==> src/design/fcs_pkg.sv <==
package fcs_pkg;

  // Flash bus geometry (byte mode)
  localparam int ADDR_W = 22;
  localparam int DATA_W = 8;

  // Unlock addresses and codes
  localparam logic [11:0] UNLOCK_A1   = 12'haaa;
  localparam logic [11:0] UNLOCK_A2   = 12'h555;
  localparam logic [7:0]  UNLOCK_D1   = 8'haa;
  localparam logic [7:0]  UNLOCK_D2   = 8'h55;
  localparam logic [7:0]  CMD_RESET   = 8'hf0;
  localparam logic [7:0]  CMD_AUTOSEL = 8'h90;
  localparam logic [7:0]  CMD_PROG    = 8'ha0;
  localparam logic [7:0]  CMD_ERASE   = 8'h80;
  localparam logic [7:0]  CMD_CHIP    = 8'h10;
  localparam logic [7:0]  CMD_SECT    = 8'h30;
  localparam logic [7:0]  CMD_WBUF    = 8'h25;
  localparam logic [7:0]  CMD_COMMIT  = 8'h29;
  localparam logic [7:0]  CMD_SUSPEND = 8'hb0;
  localparam logic [7:0]  CMD_RESUME  = 8'h30;
  localparam logic [7:0]  CMD_EXIT0   = 8'h00;
  localparam logic [7:0]  CMD_PW_ENT  = 8'h60;
  localparam logic [7:0]  CMD_PPB_ENT = 8'hc0;
  localparam logic [7:0]  CMD_DYB_ENT = 8'he0;

  // Autoselect read addresses
  localparam logic [7:0] AS_MFR  = 8'h00;
  localparam logic [7:0] AS_DEV1 = 8'h02;
  localparam logic [7:0] AS_DEV2 = 8'h1c;
  localparam logic [7:0] AS_DEV3 = 8'h1e;
  localparam logic [7:0] AS_PROT = 8'h04;

  // Sector field of the address and write buffer limits
  localparam int SECT_LSB  = 15;
  localparam int WBUF_MAX  = 32;
  localparam int SEQ_MAX   = 37;
  localparam int PW_BYTES  = 8;

  // Bus cycle timing, 100 ns clock
  localparam int CLK_NS     = 100;
  localparam int STROBE_NS  = 100;
  localparam int STROBE_CYC = (STROBE_NS + CLK_NS - 1) / CLK_NS;
  localparam logic [3:0] STROBE_CNT = 4'(STROBE_CYC);

  typedef enum logic [4:0] {
    FCS_OP_RESET    = 5'h00,
    FCS_OP_READ     = 5'h01,
    FCS_OP_PROG     = 5'h02,
    FCS_OP_WBUF     = 5'h03,
    FCS_OP_ABORT    = 5'h04,
    FCS_OP_CHIP_ER  = 5'h05,
    FCS_OP_SECT_ER  = 5'h06,
    FCS_OP_SUSPEND  = 5'h07,
    FCS_OP_RESUME   = 5'h08,
    FCS_OP_ID       = 5'h09,
    FCS_OP_PROT_VFY = 5'h0a,
    FCS_OP_PW_PROG  = 5'h0b,
    FCS_OP_PW_READ  = 5'h0c,
    FCS_OP_PW_UNLK  = 5'h0d,
    FCS_OP_PPB_PROG = 5'h0e,
    FCS_OP_PPB_ERA  = 5'h0f,
    FCS_OP_DYB_SET  = 5'h10,
    FCS_OP_DYB_CLR  = 5'h11
  } fcs_op_e;

  typedef struct packed {
    fcs_op_e             op;
    logic [ADDR_W-1:0]   addr;
    logic [DATA_W-1:0]   data;
    logic [5:0]          count;
  } fcs_req_s;

  typedef struct packed {
    logic [ADDR_W-1:0] addr;
    logic [DATA_W-1:0] data;
    logic              we;
  } fcs_cyc_s;

endpackage

==> src/design/fcs_bus_cycle.sv <==
`timescale 1ns/1ps
module fcs_bus_cycle
  import fcs_pkg::*;
(
  // Clock and reset
  input  wire logic                   clock,
  input  wire logic                   rst,
  // Cycle request
  input  wire logic                   cyc_valid,
  output logic                        cyc_ready,
  input  wire fcs_pkg::fcs_cyc_s      cyc,
  output logic                        cyc_done,
  output logic [fcs_pkg::DATA_W-1:0]  cyc_rdata,
  // Flash pins
  output logic [fcs_pkg::ADDR_W-1:0]  flash_addr,
  output logic                        flash_ce_n,
  output logic                        flash_we_n,
  output logic                        flash_oe_n,
  output logic [fcs_pkg::DATA_W-1:0]  flash_dq_out,
  output logic                        flash_dq_oe,
  input  wire logic [fcs_pkg::DATA_W-1:0] flash_dq_in
);
  import fcs_pkg::*;

  // Phases: setup (addr/ce), strobe low, release (data held past rise)
  typedef enum logic [1:0] {
    FCS_BC_IDLE  = 2'b00,
    FCS_BC_SETUP = 2'b01,
    FCS_BC_STRB  = 2'b10,
    FCS_BC_HOLD  = 2'b11
  } fcs_bc_e;

  fcs_bc_e                state;
  logic [3:0]             cnt;
  logic                   is_write;
  logic [DATA_W-1:0]      dq_s1;
  logic [DATA_W-1:0]      dq_s2;

  assign cyc_ready = (state == FCS_BC_IDLE);
  wire   strobe_end = (state == FCS_BC_STRB) && (cnt == 4'h0);

  always_ff @(posedge clock or posedge rst)
  begin
    if (rst)
    begin
      dq_s1 <= '0;
      dq_s2 <= '0;
    end
    else
    begin
      dq_s1 <= flash_dq_in;
      dq_s2 <= dq_s1;
    end
  end

  always_ff @(posedge clock or posedge rst)
  begin
    if (rst)
    begin
      state        <= FCS_BC_IDLE;
      cnt          <= '0;
      is_write     <= 1'b0;
      flash_addr   <= '0;
      flash_dq_out <= '0;
      flash_ce_n   <= 1'b1;
      flash_we_n   <= 1'b1;
      flash_oe_n   <= 1'b1;
      flash_dq_oe  <= 1'b1;
      cyc_done     <= 1'b0;
      cyc_rdata    <= '0;
    end
    else
    begin
      cyc_done <= 1'b0;
      unique case (state)
        FCS_BC_IDLE:
        begin
          if (cyc_valid)
          begin
            // Address settles with CE before WE falls, so the later falling edge latches it
            flash_addr   <= cyc.addr; // [RULE8]
            flash_dq_out <= cyc.data;
            is_write     <= cyc.we;
            flash_ce_n   <= 1'b0;
            flash_dq_oe  <= ~cyc.we;
            state        <= FCS_BC_SETUP;
          end
        end
        FCS_BC_SETUP:
        begin
          flash_we_n <= ~is_write;
          flash_oe_n <= is_write;
          cnt        <= STROBE_CNT + 4'h1;
          state      <= FCS_BC_STRB;
        end
        FCS_BC_STRB:
        begin
          cnt <= cnt - 4'h1;
          if (strobe_end)
          begin
            // WE rises before CE; data still driven on that earlier rise
            flash_we_n <= 1'b1; // [RULE9]
            flash_oe_n <= 1'b1;
            cyc_rdata  <= dq_s2;
            state      <= FCS_BC_HOLD;
          end
        end
        FCS_BC_HOLD:
        begin
          flash_ce_n  <= 1'b1;
          flash_dq_oe <= 1'b1;
          cyc_done    <= 1'b1;
          state       <= FCS_BC_IDLE;
        end
      endcase
    end
  end

  a_we_inside_ce: assert property (@(posedge clock) disable iff (rst) // [RULE8]
    !flash_we_n |-> !flash_ce_n)
    else $error("write strobe low outside chip select");
  a_data_held_rise: assert property (@(posedge clock) disable iff (rst) // [RULE9]
    ($rose(flash_we_n) && is_write) |-> (!flash_dq_oe && $stable(flash_dq_out)))
    else $error("data not driven at write strobe rise");

endmodule // fcs_bus_cycle

==> src/design/fcs_flash_host.sv <==
`timescale 1ns/1ps
// Summary of operation
// [RULE1] Reset command after bad sequence
// [RULE2] Exit protection modes with 90 then 00
// [RULE3] Full two writes per password byte
// [RULE4] Password read drives full address
// [RULE5] Unlock sends every password byte
// [RULE6] Hold accelerate high while setting bits
// [RULE7] Device preprograms before bulk protect erase
// [RULE8] Address latched at later falling edge
// [RULE9] Data latched at earlier rising edge
// [RULE10] Sector chosen by upper address bits
// [RULE11] Buffer writes stay in one page
// [RULE12] Count written is locations minus one; the password unlock writes 03 and then 8 password bytes
// [RULE13] Unlock addresses ignore bits above A11
// [RULE14] Buffer sequence at most 37 writes
// [RULE15] Reset leaves autoselect or timeout
// [RULE16] Autoselect fourth cycle is a read
// [RULE17] Identification read in three cycles
// [RULE18] Protect verify reads zero or one
// [RULE19] Three-write abort reset after buffer abort
// [RULE20] Commit code written to target sector
// [RULE21] Suspend only during sector erase
// [RULE22] Resume only while suspended
module fcs_flash_host
  import fcs_pkg::*;
#(
  parameter int BUF_DEPTH = fcs_pkg::WBUF_MAX
)
(
  // Clock and reset
  input  wire logic                       clock,
  input  wire logic                       rst,
  // User request
  input  wire logic                       req_valid,
  output logic                            req_ready,
  input  wire fcs_pkg::fcs_req_s          req,
  // Buffer and password bytes, one per data bus cycle (wdata_take)
  input  wire logic [fcs_pkg::DATA_W-1:0] wdata,
  output logic                            wdata_take,
  // Results
  output logic                            rsp_valid,
  output logic [fcs_pkg::DATA_W-1:0]      rsp_data,
  output logic                            rsp_error,
  output logic                            erase_busy,
  output logic                            erase_suspended,
  // Flash pins
  output logic [fcs_pkg::ADDR_W-1:0]      flash_addr,
  output logic                            flash_ce_n,
  output logic                            flash_we_n,
  output logic                            flash_oe_n,
  output logic [fcs_pkg::DATA_W-1:0]      flash_dq_out,
  output logic                            flash_dq_oe,
  input  wire logic [fcs_pkg::DATA_W-1:0] flash_dq_in,
  output logic                            accel_input
);
  import fcs_pkg::*;

  typedef enum logic [1:0] {
    FCS_IDLE = 2'b00,
    FCS_RUN  = 2'b01,
    FCS_WAIT = 2'b10
  } fcs_st_e;

  fcs_st_e            state;
  fcs_req_s           cur;
  logic [5:0]         step;
  logic [5:0]         last_step;
  logic               cyc_valid;
  logic               cyc_ready;
  logic               cyc_done;
  logic [DATA_W-1:0]  cyc_rdata;
  fcs_cyc_s           cyc;

  wire [ADDR_W-1:0] u1 = {{(ADDR_W-12){1'b0}}, UNLOCK_A1}; // [RULE13]
  wire [ADDR_W-1:0] u2 = {{(ADDR_W-12){1'b0}}, UNLOCK_A2}; // [RULE13]
  wire [ADDR_W-1:0] sect_base = {cur.addr[ADDR_W-1:SECT_LSB], {SECT_LSB{1'b0}}}; // [RULE10]
  wire [ADDR_W-1:0] page_base = cur.addr & ~ADDR_W'(BUF_DEPTH - 1);
  wire [5:0]        cnt_lim = (cur.count >= 6'(BUF_DEPTH)) ? 6'(BUF_DEPTH - 1) : cur.count;
  // First data beat lands on the program address, later ones wrap inside its page
  wire [ADDR_W-1:0] buf_addr = page_base | ADDR_W'((cur.addr + ADDR_W'(step - 6'd4)) & ADDR_W'(BUF_DEPTH - 1)); // [RULE11]
  wire [ADDR_W-1:0] unk_addr = ADDR_W'(step - 6'd5);

  // Suspend/resume refused unless the erase state allows them
  wire op_legal = !((req.op == FCS_OP_SUSPEND) && !(erase_busy && !erase_suspended)) // [RULE21]
                && !((req.op == FCS_OP_RESUME) && !erase_suspended); // [RULE22]

  // Last step index per operation; entry (3) plus body plus exit (2) for protection sets
  always_comb
  begin
    unique case (cur.op)
      FCS_OP_RESET, FCS_OP_READ, FCS_OP_SUSPEND, FCS_OP_RESUME: last_step = 6'd0;
      FCS_OP_PROG:                     last_step = 6'd3;
      FCS_OP_ABORT:                    last_step = 6'd2;  // [RULE19]
      FCS_OP_CHIP_ER, FCS_OP_SECT_ER:  last_step = 6'd5;
      FCS_OP_WBUF:                     last_step = 6'd5 + cnt_lim; // [RULE14]
      FCS_OP_ID:                       last_step = 6'd6;  // [RULE17]
      FCS_OP_PROT_VFY:                 last_step = 6'd4;
      FCS_OP_PW_PROG:                  last_step = 6'd6;
      FCS_OP_PW_READ:                  last_step = 6'd5;
      FCS_OP_PW_UNLK:                  last_step = 6'd15; // [RULE5]
      default:                         last_step = 6'd6;
    endcase
  end

  // Sequence generator: one bus cycle per step
  always_comb
  begin
    cyc = '{addr: '0, data: '0, we: 1'b1};
    if (step == 6'd0 && cur.op != FCS_OP_RESET && cur.op != FCS_OP_READ
        && cur.op != FCS_OP_SUSPEND && cur.op != FCS_OP_RESUME)
      cyc = '{addr: u1, data: UNLOCK_D1, we: 1'b1};
    else if (step == 6'd1)
      cyc = '{addr: u2, data: UNLOCK_D2, we: 1'b1};
    else
    begin
      unique case (cur.op)
        FCS_OP_RESET:   cyc = '{addr: '0, data: CMD_RESET, we: 1'b1}; // [RULE1] [RULE15]
        FCS_OP_READ:    cyc = '{addr: cur.addr, data: '0, we: 1'b0};
        FCS_OP_SUSPEND: cyc = '{addr: '0, data: CMD_SUSPEND, we: 1'b1};
        FCS_OP_RESUME:  cyc = '{addr: '0, data: CMD_RESUME, we: 1'b1};
        FCS_OP_PROG:    cyc = (step == 6'd2) ? '{addr: u1, data: CMD_PROG, we: 1'b1}
                                             : '{addr: cur.addr, data: cur.data, we: 1'b1};
        FCS_OP_ABORT:   cyc = '{addr: u1, data: CMD_RESET, we: 1'b1}; // [RULE19]
        FCS_OP_CHIP_ER, FCS_OP_SECT_ER:
          case (step)
            6'd2:    cyc = '{addr: u1, data: CMD_ERASE, we: 1'b1};
            6'd3:    cyc = '{addr: u1, data: UNLOCK_D1, we: 1'b1};
            6'd4:    cyc = '{addr: u2, data: UNLOCK_D2, we: 1'b1};
            default: cyc = (cur.op == FCS_OP_CHIP_ER) ? '{addr: u1, data: CMD_CHIP, we: 1'b1}
                                                      : '{addr: sect_base, data: CMD_SECT, we: 1'b1};
          endcase
        FCS_OP_WBUF:
          if (step == 6'd2)      cyc = '{addr: sect_base, data: CMD_WBUF, we: 1'b1};
          else if (step == 6'd3) cyc = '{addr: sect_base, data: 8'(cnt_lim), we: 1'b1}; // [RULE12]
          else if (step == last_step) cyc = '{addr: sect_base, data: CMD_COMMIT, we: 1'b1}; // [RULE20]
          else                   cyc = '{addr: buf_addr, data: wdata, we: 1'b1};
        FCS_OP_ID:
          case (step)
            6'd2:    cyc = '{addr: u1, data: CMD_AUTOSEL, we: 1'b1};
            6'd3:    cyc = '{addr: ADDR_W'(AS_DEV1), data: '0, we: 1'b0}; // [RULE16]
            6'd4:    cyc = '{addr: ADDR_W'(AS_DEV2), data: '0, we: 1'b0};
            6'd5:    cyc = '{addr: ADDR_W'(AS_DEV3), data: '0, we: 1'b0};
            6'd6:    cyc = '{addr: '0, data: CMD_RESET, we: 1'b1}; // [RULE15]
            default: cyc = '{addr: '0, data: CMD_RESET, we: 1'b1};
          endcase
        FCS_OP_PROT_VFY:
          case (step)
            6'd2:    cyc = '{addr: u1, data: CMD_AUTOSEL, we: 1'b1};
            6'd3:    cyc = '{addr: sect_base | ADDR_W'(AS_PROT), data: '0, we: 1'b0}; // [RULE18]
            default: cyc = '{addr: '0, data: CMD_RESET, we: 1'b1}; // [RULE15]
          endcase
        default:
          // Protection command sets: entry, body, exit
          if (step == 6'd2)
            cyc = '{addr: u1, data: (cur.op == FCS_OP_PW_PROG || cur.op == FCS_OP_PW_READ
                    || cur.op == FCS_OP_PW_UNLK) ? CMD_PW_ENT
                    : (cur.op == FCS_OP_PPB_PROG || cur.op == FCS_OP_PPB_ERA) ? CMD_PPB_ENT
                    : CMD_DYB_ENT, we: 1'b1};
          else if (step == last_step - 6'd1)
            cyc = '{addr: '0, data: CMD_AUTOSEL, we: 1'b1}; // [RULE2]
          else if (step == last_step)
            cyc = '{addr: '0, data: CMD_EXIT0, we: 1'b1}; // [RULE2]
          else
            unique case (cur.op)
              FCS_OP_PW_PROG: cyc = (step == 6'd3) ? '{addr: '0, data: CMD_PROG, we: 1'b1}
                                                   : '{addr: cur.addr, data: cur.data, we: 1'b1}; // [RULE3]
              FCS_OP_PW_READ: cyc = '{addr: cur.addr, data: '0, we: 1'b0}; // [RULE4]
              FCS_OP_PPB_ERA: cyc = (step == 6'd3) ? '{addr: '0, data: CMD_ERASE, we: 1'b1}
                                                   : '{addr: '0, data: CMD_SECT, we: 1'b1}; // [RULE7]
              FCS_OP_PW_UNLK:
                if (step == 6'd3)       cyc = '{addr: '0, data: CMD_WBUF, we: 1'b1};
                else if (step == 6'd4)  cyc = '{addr: '0, data: 8'h03, we: 1'b1};
                else if (step == 6'd13) cyc = '{addr: '0, data: CMD_COMMIT, we: 1'b1};
                else                    cyc = '{addr: unk_addr, data: wdata, we: 1'b1}; // [RULE5]
              default:
                cyc = (step == 6'd3) ? '{addr: '0, data: CMD_PROG, we: 1'b1}
                                     : '{addr: sect_base, data: (cur.op == FCS_OP_DYB_CLR) ? 8'h01 : 8'h00,
                                         we: 1'b1};
            endcase
      endcase
    end
  end

  assign req_ready  = (state == FCS_IDLE);
  assign cyc_valid  = (state == FCS_RUN);
  wire   data_beat  = (cur.op == FCS_OP_WBUF && step >= 6'd4 && step < last_step)
                   || (cur.op == FCS_OP_PW_UNLK && step >= 6'd5 && step < 6'd13);
  assign wdata_take = cyc_valid && cyc_ready && data_beat;
  // Accelerate input high across the whole protect-bit setting sequence
  assign accel_input = (state != FCS_IDLE) && (cur.op == FCS_OP_PPB_PROG || cur.op == FCS_OP_DYB_SET
                       || cur.op == FCS_OP_DYB_CLR); // [RULE6]
  wire   cyc_is_rd  = (cur.op == FCS_OP_READ) || (cur.op == FCS_OP_PW_READ && step == 6'd3)
                   || (cur.op == FCS_OP_PROT_VFY && step == 6'd3)
                   || (cur.op == FCS_OP_ID && step >= 6'd3 && step <= 6'd5);

  always_ff @(posedge clock or posedge rst)
  begin
    if (rst)
    begin
      state           <= FCS_IDLE;
      cur             <= '0;
      step            <= '0;
      rsp_valid       <= 1'b0;
      rsp_data        <= '0;
      rsp_error       <= 1'b0;
      erase_busy      <= 1'b0;
      erase_suspended <= 1'b0;
    end
    else
    begin
      rsp_valid <= 1'b0;
      rsp_error <= 1'b0;
      unique case (state)
        FCS_IDLE:
          if (req_valid)
          begin
            if (op_legal)
            begin
              cur   <= req;
              step  <= '0;
              state <= FCS_RUN;
            end
            else
              rsp_error <= 1'b1; // [RULE21] [RULE22]
          end
        FCS_RUN:
          if (cyc_ready)
            state <= FCS_WAIT;
        FCS_WAIT:
          if (cyc_done)
          begin
            if (cyc_is_rd)
            begin
              rsp_valid <= 1'b1;
              rsp_data  <= (cur.op == FCS_OP_PROT_VFY) ? {7'h00, cyc_rdata[0]} : cyc_rdata; // [RULE18]
            end
            if (step == last_step)
            begin
              state <= FCS_IDLE;
              if (cur.op == FCS_OP_SECT_ER)
                erase_busy <= 1'b1;
              if (cur.op == FCS_OP_SUSPEND)
                erase_suspended <= 1'b1;
              if (cur.op == FCS_OP_RESUME)
                erase_suspended <= 1'b0;
            end
            else
            begin
              step  <= step + 6'd1;
              state <= FCS_RUN;
            end
          end
      endcase
    end
  end

  fcs_bus_cycle u_cycle (
    .clock        (clock),
    .rst          (rst),
    .cyc_valid    (cyc_valid),
    .cyc_ready    (cyc_ready),
    .cyc          (cyc),
    .cyc_done     (cyc_done),
    .cyc_rdata    (cyc_rdata),
    .flash_addr   (flash_addr),
    .flash_ce_n   (flash_ce_n),
    .flash_we_n   (flash_we_n),
    .flash_oe_n   (flash_oe_n),
    .flash_dq_out (flash_dq_out),
    .flash_dq_oe  (flash_dq_oe),
    .flash_dq_in  (flash_dq_in)
  );

  a_wbuf_len_cap: assert property (@(posedge clock) disable iff (rst) // [RULE14]
    (state != FCS_IDLE && cur.op == FCS_OP_WBUF) |-> (last_step < 6'(SEQ_MAX)))
    else $error("buffer sequence too long");
  a_suspend_refused: assert property (@(posedge clock) disable iff (rst) // [RULE21]
    (req_valid && req_ready && req.op == FCS_OP_SUSPEND && !erase_busy) |=> (rsp_error && state == FCS_IDLE))
    else $error("suspend taken without running erase");
  a_resume_refused: assert property (@(posedge clock) disable iff (rst) // [RULE22]
    (req_valid && req_ready && req.op == FCS_OP_RESUME && !erase_suspended) |=> rsp_error)
    else $error("resume taken while not suspended");
  a_accel_held: assert property (@(posedge clock) disable iff (rst) // [RULE6]
    (!flash_ce_n && cur.op inside {FCS_OP_PPB_PROG, FCS_OP_DYB_SET, FCS_OP_DYB_CLR}) |-> accel_input)
    else $error("accelerate low during protect set");
  a_unlock_addr: assert property (@(posedge clock) disable iff (rst) // [RULE13]
    (!flash_we_n && step == 6'd1) |-> (flash_addr == u2 && flash_dq_out == UNLOCK_D2))
    else $error("second unlock cycle wrong");
  a_verify_bit: assert property (@(posedge clock) disable iff (rst) // [RULE18]
    (rsp_valid && cur.op == FCS_OP_PROT_VFY) |-> (rsp_data[7:1] == 7'h00))
    else $error("protect verify result not 0 or 1");
  a_exit_pair: assert property (@(posedge clock) disable iff (rst) // [RULE2]
    (cyc_valid && cur.op == FCS_OP_DYB_SET && step == last_step) |-> (cyc.data == CMD_EXIT0))
    else $error("protection set not exited");
  a_commit_last: assert property (@(posedge clock) disable iff (rst) // [RULE20]
    (cyc_valid && cur.op == FCS_OP_WBUF && step == last_step) |-> (cyc.data == CMD_COMMIT && cyc.addr == sect_base))
    else $error("buffer commit missing");

endmodule // fcs_flash_host

==> config.mk <==
export PLATFORM = sky130hd
export DESIGN_NAME = fcs_flash_host
export DESIGN_NICKNAME = d
export VERILOG_FILES = /design/src/design/fcs_pkg.sv /design/src/design/fcs_bus_cycle.sv /design/src/design/fcs_flash_host.sv
export SDC_FILE = /design/constraint.sdc
export NUM_CORES = 1
export LEC_CHECK = 0
export ABC_AREA = 1
export BUFFER_PORTS_ARGS = -buffer_cell sky130_fd_sc_hd__clkbuf_2
export CAP_MARGIN = 10
export CORE_UTILIZATION = 35
export CTS_BUF_LIST = sky130_fd_sc_hd__clkbuf_8
export CTS_CLUSTER_SIZE = 25
export DETAILED_ROUTE_END_ITERATION = 8
export GPL_ROUTABILITY_DRIVEN = 0
export GPL_TIMING_DRIVEN = 0
export HOLD_SLACK_MARGIN = 0.02
export PLACE_DENSITY = 0.5
export SLEW_MARGIN = 40
export SYNTH_ARGS = -nofsm -noshare
export SYNTH_HDL_FRONTEND = slang
export SYNTH_SLANG_ARGS = --single-unit
==> constraint.sdc <==
create_clock -name clock -period 5.76 [get_ports clock]
set_clock_uncertainty 0.05 [all_clocks]
set_input_delay 0.864 -clock clock [delete_from_list [all_inputs] [get_ports clock]]
set_output_delay 0.864 -clock clock [all_outputs]
set_load 0.01 [all_outputs]
==> impl_metrics.env, run 1 <==
export IMPL_power_frac_seq_pct=27.6
export IMPL_seqCellArea_sq_um=3183
export IMPL_viasPerCell=5.142
export IMPL_root_buffer="clkbuf_8"
export IMPL_cts_tree="yes"
export IMPL_antenna_found_initial=0
export IMPL_synth_cell_type_count=54
export IMPL_finalWorstSetupSlack_ps=1641
export IMPL_rows=53
export IMPL_hold_path_class="reg2reg"
export IMPL_die_area_sq_um=21870
export IMPL_cts_sinks=127
export IMPL_multi_input_area_sq_um=3716
export IMPL_fin_crit_sh_pct=71.51
export IMPL_core_sq_um=20960
export IMPL_crit_fanout=6
export IMPL_clock_latency_ps=470
export IMPL_netlist_top_cells_count="303 x nand2_1, 123 x dfrtp_1, 104 x inv_1"
export IMPL_max_freq_ghz=0.2428
export IMPL_cts_setup_buffers=0
export IMPL_hpwl_mm=18.69
export IMPL_cts_resized=0
export IMPL_synth_compound_area_share_pct=14.71
export IMPL_netlist_instances=997
export IMPL_wire_per_inst_microns=17.40
export IMPL_synth_top_cell_area_share_pct=41.32
export IMPL_synth_top_family_by_area="simple AND/OR/NAND/NOR gates"
export IMPL_synth_area_top_cells="dfrtp_1 41%, nand2_1 15%, inv_1 5.2%, o21ai_0 4.9%, ha_1 4.4%"
export IMPL_synth_seq_cells=127
export IMPL_p_leak_nw=4.536
export IMPL_cts_reportedPaths_clkPinSlew_ps=100
export IMPL_synth_xor_area_share_pct=1.058
export IMPL_io_pins=109
export IMPL_globalRouteOverflowTotal=0
export IMPL_combPwrFrac_pct=56.3
export IMPL_status="complete, no violations"
export IMPL_syn_num_nets=1084
export IMPL_fillers=2307
export IMPL_start_kind="flop"
export IMPL_grt_first_pass_wirelength_mm=38.65
export IMPL_min_period_ps=4119
export IMPL_grt_pass1_vias=6947
export IMPL_ys_flop_type="dfrtp_1"
export IMPL_area_delta_synth_final_pct=18.02
export IMPL_ys_async_sr_fraction_pct=100.0
export IMPL_place_ws_ps=1690
export IMPL_p_clk_share_pct=16.1
export IMPL_yosys_area_top_type="dfrtp_1"
export IMPL_synth_edff_count=0
export IMPL_final_core_util_pct=41.96
export IMPL_setup_viol=0
export IMPL_grt_total_usage_pct=23.63
export IMPL_crit_slowest_cell="dfrtp_1"
export IMPL_layout_drive_gt1_share_pct=18.10
export IMPL_worstSetupPathType="reg2out"
export IMPL_netlist_area_sq_um=7450
export IMPL_yosysMostFrequentCell="nand2_1"
export IMPL_cts_hold_buf=0
export IMPL_worstPathRequired_ps=4850
export IMPL_grt_max_degree=76
export IMPL_power_switching_mw=2.662
export IMPL_synth_mux_area_share_pct=0
export IMPL_grt_setup_unrepaired="no"
export IMPL_powerDensity_nw_per_um2=582.0
export IMPL_h_tree_depth=4
export IMPL_slew_viol_final=0
export IMPL_syn_avg_cell_area_sq_um=7.472
export IMPL_worst_pin_slew_ps=828.6
export IMPL_r2r_slack_ps=1650
export IMPL_synthAdderAreaFrac_pct=4.636
export IMPL_irDropWorstVdd_uv=234.5
export IMPL_setup_tns_final_ps=0
export IMPL_fin_nets=1212
export IMPL_die_w_microns=147.9
export IMPL_slew_limit_headroom_pct=44.33
export IMPL_drc=0
export IMPL_synthSimpleGateAreaFrac_pct=29.41
export IMPL_first_iter_violations=533
export IMPL_critPathArrivalTime_ps=3210
export IMPL_finalNonFillerCells=1413
export IMPL_power_share_switching_pct=52.03
export IMPL_port_buffers=108
export IMPL_yosys_warnings=0
export IMPL_die_h_microns=147.9
export IMPL_cap_violations=0
export IMPL_diodes=0
export IMPL_final_antenna_net_count=0
export IMPL_cp_cell_sequence="nor2_1 > inv_1 > ha_1 > o21ai_0 > nand2_1 > nand2_1 > nand2_1 > nor2_2 > nand2_2 > inv_1 > ha_1 > a21oi_1 > o21ai_0 > a21oi_1 > o2111ai_1 > a21oi_1 > clkbuf_2"
export IMPL_critPathMaxStageDelay_ps=430
export IMPL_cts_buffers=17
export IMPL_drt_pass1_iterations=5
export IMPL_totalWireLength_mm=24.59
export IMPL_cp_end_kind="output pin"
export IMPL_start_util_pct=35.55
export IMPL_finalHoldViolCount=0
export IMPL_dr_total_vias=7265
export IMPL_clk_path_buf_depth=2
export IMPL_ys_seq_area_share_pct=42.73
export IMPL_internal_power_mw=2.455
export IMPL_dp_cells=1381
## cell type report
cell class | count | area share, %
well taps | 275 | 3.913
clock buffers | 17 | 2.661
inverters | 121 | 5.251
multi-input cells | 726 | 42.27
plain buffers | 23 | 1.153
repair buffers | 109 | 6.461
flip-flops and latches | 127 | 36.20
clock inverters | 15 | 2.092
## flip-flops by register name, indices dropped and copies added, names as in the netlist
signal                cells
rsp_error                 1
u_cycle.is_write          1
step                      6
rsp_data                  8
u_cycle.flash_we_n        1
u_cycle.dq_s2             8
u_cycle.dq_s1             8
u_cycle.flash_dq_oe       1
u_cycle.state             2
u_cycle.flash_addr       22
state                     2
rsp_valid                 1
erase_suspended           1
u_cycle.flash_dq_out      8
u_cycle.flash_ce_n        1
u_cycle.cyc_rdata         8
erase_busy                1
u_cycle.cnt               4
cur                      41
u_cycle.flash_oe_n        1
u_cycle.cyc_done          1
## cell families (layout without fill, tap and decap cells)
logic type | Yosys count | in the layout
AO/OA/AOI/OAI | 186 | 186
XOR/XNOR | 9 | 9
buffers and inverters | 144 | 285
adder cells (fa/ha/maj) | 27 | 27
AND/OR/NAND/NOR | 504 | 504
flip-flops | 127 | 127
## placed cells by master, fill, tap and decap left out, types with 6 or more instances in the layout
cell,count
a21boi_1,9
a21oi_1,47
clkbuf_1,17
clkbuf_2,108
clkbuf_8,17
dfrtp_1,123
ha_1,26
inv_1,103
inv_2,13
inv_8,7
nand2_1,303
nand3_1,56
nand3_2,6
nand4_1,9
nor2_1,73
nor2_2,10
nor3_1,15
o21ai_0,73
o21ai_1,8
o22ai_1,6
o31ai_1,6
or2_2,13
xor2_1,6
## path summary, 6_finish.rpt
kind	cells after the start	startpoint	endpoint
max in group asynchronous	3	rst	cur[17]
min in group asynchronous	2	rst	u_cycle.state[0]
min reg2reg	0	u_cycle.dq_s1[6]	u_cycle.dq_s2[6]
min	0	u_cycle.dq_s1[6]	u_cycle.dq_s2[6]
max	17	cur[5]	wdata_take
max reg2reg	19	cur[39]	cur[10]
## per-stage QoR
step	cell area (sq um)	hold slack (ps)	total power [mW]
3_5_place_dp	8374	284.7	4.282
4_1_cts	8792	309.6	5.123
3_3_place_gp	8334	282.7	4.266
2_1_floorplan	7450	281.2	3.365
5_1_grt	8792	311.7	5.579
6_report	8792	306.6	5.117
## routing by layer
layer	vias up	wire (microns)	global-route usage (%)
li1	3528	-	-
met1	3378	11080	33.25
met2	308	10560	34.93
met3	51	2065	4.691
met4	0	880	10.57
met5	-	0	0
## critical path, delay by kind of cell (launching register included)
family	cells	cell delay, ps
adders and majority gates	2	470
DFF	1	430
buffers and inverters	3	350
AOI/OAI and AO/OA	6	800
and+or+nand+nor	6	700
## power groups by stage
stage,clock (mW),combinational [mW],sequential [mW]
after floorplan,0,1.94,1.42
after global placement,0,2.84,1.43
after detailed placement,0,2.85,1.43
after CTS,0.842,2.87,1.41
after global routing,0.884,3.24,1.45
final,0.821,2.88,1.41
(Power assumes the default switching activity.)
==> run 2, diff against run 1 <==
--- a/config.mk
+++ b/config.mk
@@ -15,7 +15,7 @@
 export GPL_ROUTABILITY_DRIVEN = 0
 export GPL_TIMING_DRIVEN = 0
 export HOLD_SLACK_MARGIN = 0.02
-export PLACE_DENSITY = 0.5
+export PLACE_DENSITY = 0.52
 export SLEW_MARGIN = 40
 export SYNTH_ARGS = -nofsm -noshare
 export SYNTH_HDL_FRONTEND = slang
==> constraint.sdc (replaced) <==
create_clock -name clock -period 3.55 [get_ports clock]
set_clock_uncertainty 0.05 [all_clocks]
set_input_delay 0.5325 -clock clock [delete_from_list [all_inputs] [get_ports clock]]
set_output_delay 0.5325 -clock clock [all_outputs]
set_load 0.01 [all_outputs]
==> impl_metrics.env, run 2 (synthesis results as in run 1) <==
export IMPL_min_period_ps=3440
export IMPL_max_freq_ghz=0.2907
export IMPL_dr_total_vias=7332
export IMPL_worst_pin_slew_ps=841.5
export IMPL_final_antenna_net_count=0
export IMPL_finalWorstSetupSlack_ps=110.0
export IMPL_finalHoldViolCount=0
export IMPL_critPathArrivalTime_ps=2860
export IMPL_irDropWorstVdd_uv=317.9
export IMPL_wire_per_inst_microns=17.37
export IMPL_status="complete, no violations"
export IMPL_fin_nets=1242
export IMPL_viasPerCell=5.081
export IMPL_grt_setup_unrepaired="yes"
export IMPL_cts_tree="yes"
export IMPL_grt_first_pass_wirelength_mm=39.41
export IMPL_cap_violations=0
export IMPL_cts_buffers=17
export IMPL_p_total_mw=8.790
export IMPL_totalWireLength_mm=25.07
export IMPL_finalNonFillerCells=1443
export IMPL_setup_tns_final_ps=0
export IMPL_diodes=0
export IMPL_area_delta_synth_final_pct=24.39
export IMPL_largest_reg_flops=41
export IMPL_grt_max_degree=26
export IMPL_hold_path_class="in2reg"
export IMPL_port_buffers=108
export IMPL_fin_area_sq_um=9266
export IMPL_cp_end_kind="output pin"
export IMPL_first_iter_violations=579
export IMPL_regMostFlops="cur"
export IMPL_root_buffer="clkbuf_8"
export IMPL_slew_viol_final=0
export IMPL_mostFrequentLayoutCells="294 x nand2_1, 118 x dfrtp_1, 114 x clkbuf_2, 99 x inv_1, 71 x o21ai_0"
export IMPL_worstPathRequired_ps=2970
export IMPL_worstSetupPathType="reg2out"
export IMPL_globalRouteOverflowTotal=0
export IMPL_die_h_microns=147.9
export IMPL_drc=0
export IMPL_start_kind="flop"
export IMPL_hpwl_mm=18.79
export IMPL_die_area_sq_um=21870
export IMPL_seqCellArea_sq_um=3189
export IMPL_layout_drive_gt1_share_pct=23.80
export IMPL_slew_limit_headroom_pct=43.47
export IMPL_placed_cell_area_sq_um=8493
export IMPL_place_ws_ps=-491.3
export IMPL_core_sq_um=20960
export IMPL_die_w_microns=147.9
export IMPL_fillers=2250
export IMPL_start_util_pct=35.55
export IMPL_drt_pass1_iterations=5
export IMPL_rows=53
export IMPL_fin_crit_sh_pct=96.90
export IMPL_io_pins=109
export IMPL_grt_pass1_vias=7186
export IMPL_setup_viol=0
export IMPL_antenna_found_initial=0
export IMPL_reg_largest_list="cur: 41 flops, u_cycle.flash_addr: 22 flops"
export IMPL_p_leak_nw=4.743
export IMPL_powerDensity_nw_per_um2=948.6
export IMPL_final_common_cell="nand2_1"
export IMPL_crit_fanout=4
export IMPL_multi_input_area_sq_um=3867
export IMPL_h_tree_depth=4
export IMPL_clock_latency_ps=470
export IMPL_cts_sinks=127
export IMPL_grt_total_usage_pct=23.84
export IMPL_dp_cells=1386
export IMPL_cts_reportedPaths_clkPinSlew_ps=100
export IMPL_clk_path_buf_depth=2
[run 2: changes by cell type in the layout (fill, tap and decap cells not counted), sizes merged]
cell         delta
buf            +30
dlygate4sd3     +1
clkbuf          -1
clkinv          -4
clkinvlp        +4
[run 2: what timing repair did]
action / 4_1_cts / 5_1_grt
resized for setup: 32 / 39
gates cloned: 0 / 0
hold endpoints to repair: 10 / 0
setup endpoints to repair: 69 / 58
buffers inserted: 14 / 10
pin swaps: 11 / 9
hold buffers: 1 / 0
[run 2: final timing paths]
path / startpoint / cells after the start / end / slack [ps]
max: cur[5] / 16 / wdata_take / 110
min: flash_dq_in[4] / 1 / u_cycle.dq_s1[4] / 110
max reg2reg: cur[40] / 20 / cur[21] / 200
min reg2reg: u_cycle.dq_s1[2] / 0 / u_cycle.dq_s2[2] / 310
max in group asynchronous: rst / 7 / cur[17] / 1890
min in group asynchronous: rst / 3 / u_cycle.cnt[2] / 570
[run 2: power breakdown]
group	switching, mW	internal (mW)
clock network	0.750	0.530
registers	0.347	1.96
logic	3.41	1.79
total	4.50	4.29
[run 2: cell type report]
cell class / instances / area share, %
Inverter: 121 / 5.009
Multi-Input combinational cell: 726 / 41.74
Timing Repair Buffer: 139 / 9.506
Buffer: 23 / 1.404
Clock inverter: 15 / 1.688
Sequential cell: 127 / 34.42
Clock buffer: 17 / 2.525
Tap cell: 275 / 3.713
[run 2: worst max-delay path, stage by stage (launching register included)]
cell and delay [ps]:
dfrtp_2 450, or2_4 260, ha_4 170, o21ai_2 50, nand2_2 70, nand2_2 50
nand2_2 50, nor2_4 140, nand2_4 90, inv_4 70, ha_4 190, a21oi_2 110
o21ai_1 70, a21oi_1 150, o2111ai_1 140, a21oi_2 180, buf_2 160
[run 2: stage by stage]
stage | util (%) | hold WS [ps]
floorplan | - | 281.2
global placement | 39.79 | 281.8
detailed placement | 40.53 | 284.7
CTS | 43.36 | 72.26
global route | 44.22 | 76.49
finish | 44.22 | 112.8
[run 2: metal layers]
metal | global-route usage, % | part of all wire [%] | vias up
met2 | 36.65 | 43 | 285
met1 | 31.83 | 45 | 3393
met3 | 5.710 | 7.1 | 63
met5 | 0 | 0 | -
met4 | 10.52 | 4.0 | 0
li1 | - | - | 3591
==> run 3, diff against run 2 <==
--- a/config.mk
+++ b/config.mk
@@ -6,7 +6,7 @@
 export NUM_CORES = 1
 export LEC_CHECK = 0
 export ABC_AREA = 1
-export BUFFER_PORTS_ARGS = -buffer_cell sky130_fd_sc_hd__clkbuf_2
+export BUFFER_PORTS_ARGS = -buffer_cell sky130_fd_sc_hd__buf_2
 export CAP_MARGIN = 10
 export CORE_UTILIZATION = 35
 export CTS_BUF_LIST = sky130_fd_sc_hd__clkbuf_8
@@ -15,8 +15,8 @@
 export GPL_ROUTABILITY_DRIVEN = 0
 export GPL_TIMING_DRIVEN = 0
 export HOLD_SLACK_MARGIN = 0.02
-export PLACE_DENSITY = 0.52
-export SLEW_MARGIN = 40
+export PLACE_DENSITY = 0.5
+export SLEW_MARGIN = 30
 export SYNTH_ARGS = -nofsm -noshare
 export SYNTH_HDL_FRONTEND = slang
 export SYNTH_SLANG_ARGS = --single-unit
==> constraint.sdc (replaced) <==
create_clock -name clock -period 3.4 [get_ports clock]
set_clock_uncertainty 0.05 [all_clocks]
set_input_delay 0.51 -clock clock [delete_from_list [all_inputs] [get_ports clock]]
set_output_delay 0.51 -clock clock [all_outputs]
set_load 0.01 [all_outputs]
==> impl_metrics.env, run 3 (synthesis results as in run 1) <==
export IMPL_status="complete, but fails checks"
export IMPL_violations="negative setup slack"
export IMPL_crit_slowest_cell="dfrtp_2"
export IMPL_drc=0
export IMPL_worst_pin_slew_ps=761.5
export IMPL_cap_violations=0
export IMPL_fin_crit_sh_pct=100.3
export IMPL_fin_nets=1243
export IMPL_start_kind="flop"
export IMPL_first_iter_violations=578
export IMPL_internal_power_mw=4.712
export IMPL_area_delta_synth_final_pct=24.35
export IMPL_slew_limit_headroom_pct=48.84
export IMPL_hpwl_mm=19.03
export IMPL_grt_max_degree=28
export IMPL_p_total_mw=9.373
export IMPL_antenna_found_initial=1
export IMPL_viasPerCell=5.143
export IMPL_min_period_ps=3409
export IMPL_rows=53
export IMPL_diodes=0
export IMPL_grt_first_pass_wirelength_mm=39.43
export IMPL_crit_fanout=5
export IMPL_power_frac_seq_pct=25.6
export IMPL_core_sq_um=20960
export IMPL_cp_cell_sequence="inv_2 > nor2_2 > nand3_1 > nand2_2 > nor2_4 > nand2_4 > nand2_2 > inv_2 > ha_4 > a21oi_2 > o21ai_1 > a21oi_1 > o2111ai_1 > a21oi_2 > buf_2"
export IMPL_irDropWorstVdd_uv=487.3
export IMPL_die_area_sq_um=21870
export IMPL_finalWorstSetupSlack_ps=-9.217
export IMPL_clock_latency_ps=470
export IMPL_die_h_microns=147.9
export IMPL_combPwrFrac_pct=58.9
export IMPL_worstPathRequired_ps=2840
export IMPL_critPathMaxStageDelay_ps=440
export IMPL_finalNonFillerCells=1444
export IMPL_p_leak_nw=4.747
export IMPL_cts_buffers=17
export IMPL_final_common_cell="nand2_1"
export IMPL_largest_reg_flops=41
export IMPL_power_share_switching_pct=49.73
export IMPL_grt_setup_unrepaired="yes"
export IMPL_grt_pass1_vias=7117
export IMPL_power_switching_mw=4.661
export IMPL_cp_end_kind="output pin"
export IMPL_io_pins=109
export IMPL_r2r_slack_ps=140
export IMPL_powerDensity_nw_per_um2=1012
export IMPL_drt_pass1_iterations=5
export IMPL_cts_reportedPaths_clkPinSlew_ps=90
export IMPL_cts_sinks=127
export IMPL_dp_cells=1385
export IMPL_max_freq_ghz=0.2933
export IMPL_totalWireLength_mm=25.07
export IMPL_grt_total_usage_pct=23.98
export IMPL_fillers=2235
export IMPL_root_buffer="clkbuf_8"
export IMPL_port_buffers=108
export IMPL_place_ws_ps=-690.7
export IMPL_h_tree_depth=4
export IMPL_setup_viol=1
export IMPL_hold_path_class="in2reg"
export IMPL_p_clk_share_pct=15.5
export IMPL_final_core_util_pct=44.21
export IMPL_critPathArrivalTime_ps=2850
export IMPL_final_antenna_net_count=0
export IMPL_worstSetupPathType="reg2out"
export IMPL_wire_per_inst_microns=17.36
export IMPL_clk_path_buf_depth=2
export IMPL_globalRouteOverflowTotal=0
export IMPL_layout_drive_gt1_share_pct=23.95
export IMPL_start_util_pct=35.55
export IMPL_finalHoldViolCount=0
export IMPL_mostFrequentLayoutCells="294 x nand2_1, 118 x dfrtp_1, 111 x buf_2, 98 x inv_1, 71 x o21ai_0"
export IMPL_die_w_microns=147.9
export IMPL_reg_largest_list="cur: 41 flops, u_cycle.flash_addr: 22 flops"
export IMPL_slew_viol_final=0
export IMPL_regMostFlops="cur"
export IMPL_dr_total_vias=7426
export IMPL_cts_tree="yes"
export IMPL_worst_hold_slack_ps=90.38
==> run 3: cell count changes in the layout (fill, tap and decap cells not counted), moves of 2 or more <==
| cell | delta |
|---|---|
| buf_12 | +4 |
| buf_16 | -4 |
| buf_2 | +109 |
| bufinv_16 | +2 |
| clkbuf_2 | -109 |
| nand3_2 | +3 |
| nand3_4 | -2 |
==> run 3: routing by layer <==
layer	global-route usage, %	share of wire, %	routed length, microns
met5	0	0.048	12
met4	9.124	3.3	833
met3	5.185	7.1	1772
met2	37.62	45	11230
met1	32.27	45	11220
==> run 3: final timing paths <==
kind                                  start                     to  depth (start not counted)
max reg2reg                          cur[5]                cur[21]                         19
min                          flash_dq_in[0]       u_cycle.dq_s1[0]                          1
max                                 cur[38]             wdata_take                         15
min in group asynchronous               rst                 cur[3]                          3
max in group asynchronous               rst  u_cycle.flash_addr[2]                          7
min reg2reg                u_cycle.dq_s1[4]       u_cycle.dq_s2[4]                          0
==> run 3: critical path, delay by kind of cell (launching register included) <==
kind | cells | cell delay [ps]
AOI/OAI and AO/OA | 5 | 630
and+or+nand+nor | 6 | 830
buffers and inverters | 3 | 280
DFF | 1 | 440
adders and majority gates | 1 | 200
==> run 3: timing repair <==
item | 4_1_cts | 5_1_grt
resized for setup | 39 | 28
endpoints found under the setup margin | 77 | 74
gates cloned | 0 | 0
hold buffers | 1 | 0
endpoints found under the hold margin | 6 | 0
pin swaps | 12 | 8
buffers inserted | 17 | 9
==> run 3: per-stage QoR <==
step	TNS [ps]	cell area, sq um
after CTS	-77.02	9119
after global placement	-30810	8338
final	-9.217	9264
after detailed placement	-32520	8443
after floorplan	0	7453
after global routing	-618.3	9264
==> run 3: area by class of cell <==
type	count	area [sq um]	share of cell area, %
inverters	121	461.7	4.984
clock buffers	17	234.0	2.526
clock inverters	15	197.7	2.134
plain buffers	23	130.1	1.405
multi-input cells	726	3849	41.55
well taps	275	344.1	3.714
repair buffers	140	858.3	9.265
flip-flops and latches	127	3189	34.43
==> run 3: power by group through the flow <==
stage,clock (mW),sequential (mW),combinational [mW]
3_3_place_gp,0,2.41,4.83
3_5_place_dp,0,2.41,4.86
2_1_floorplan,0,2.41,3.29
6_report,1.46,2.40,5.52
5_1_grt,1.56,2.46,6.14
4_1_cts,1.50,2.39,5.22
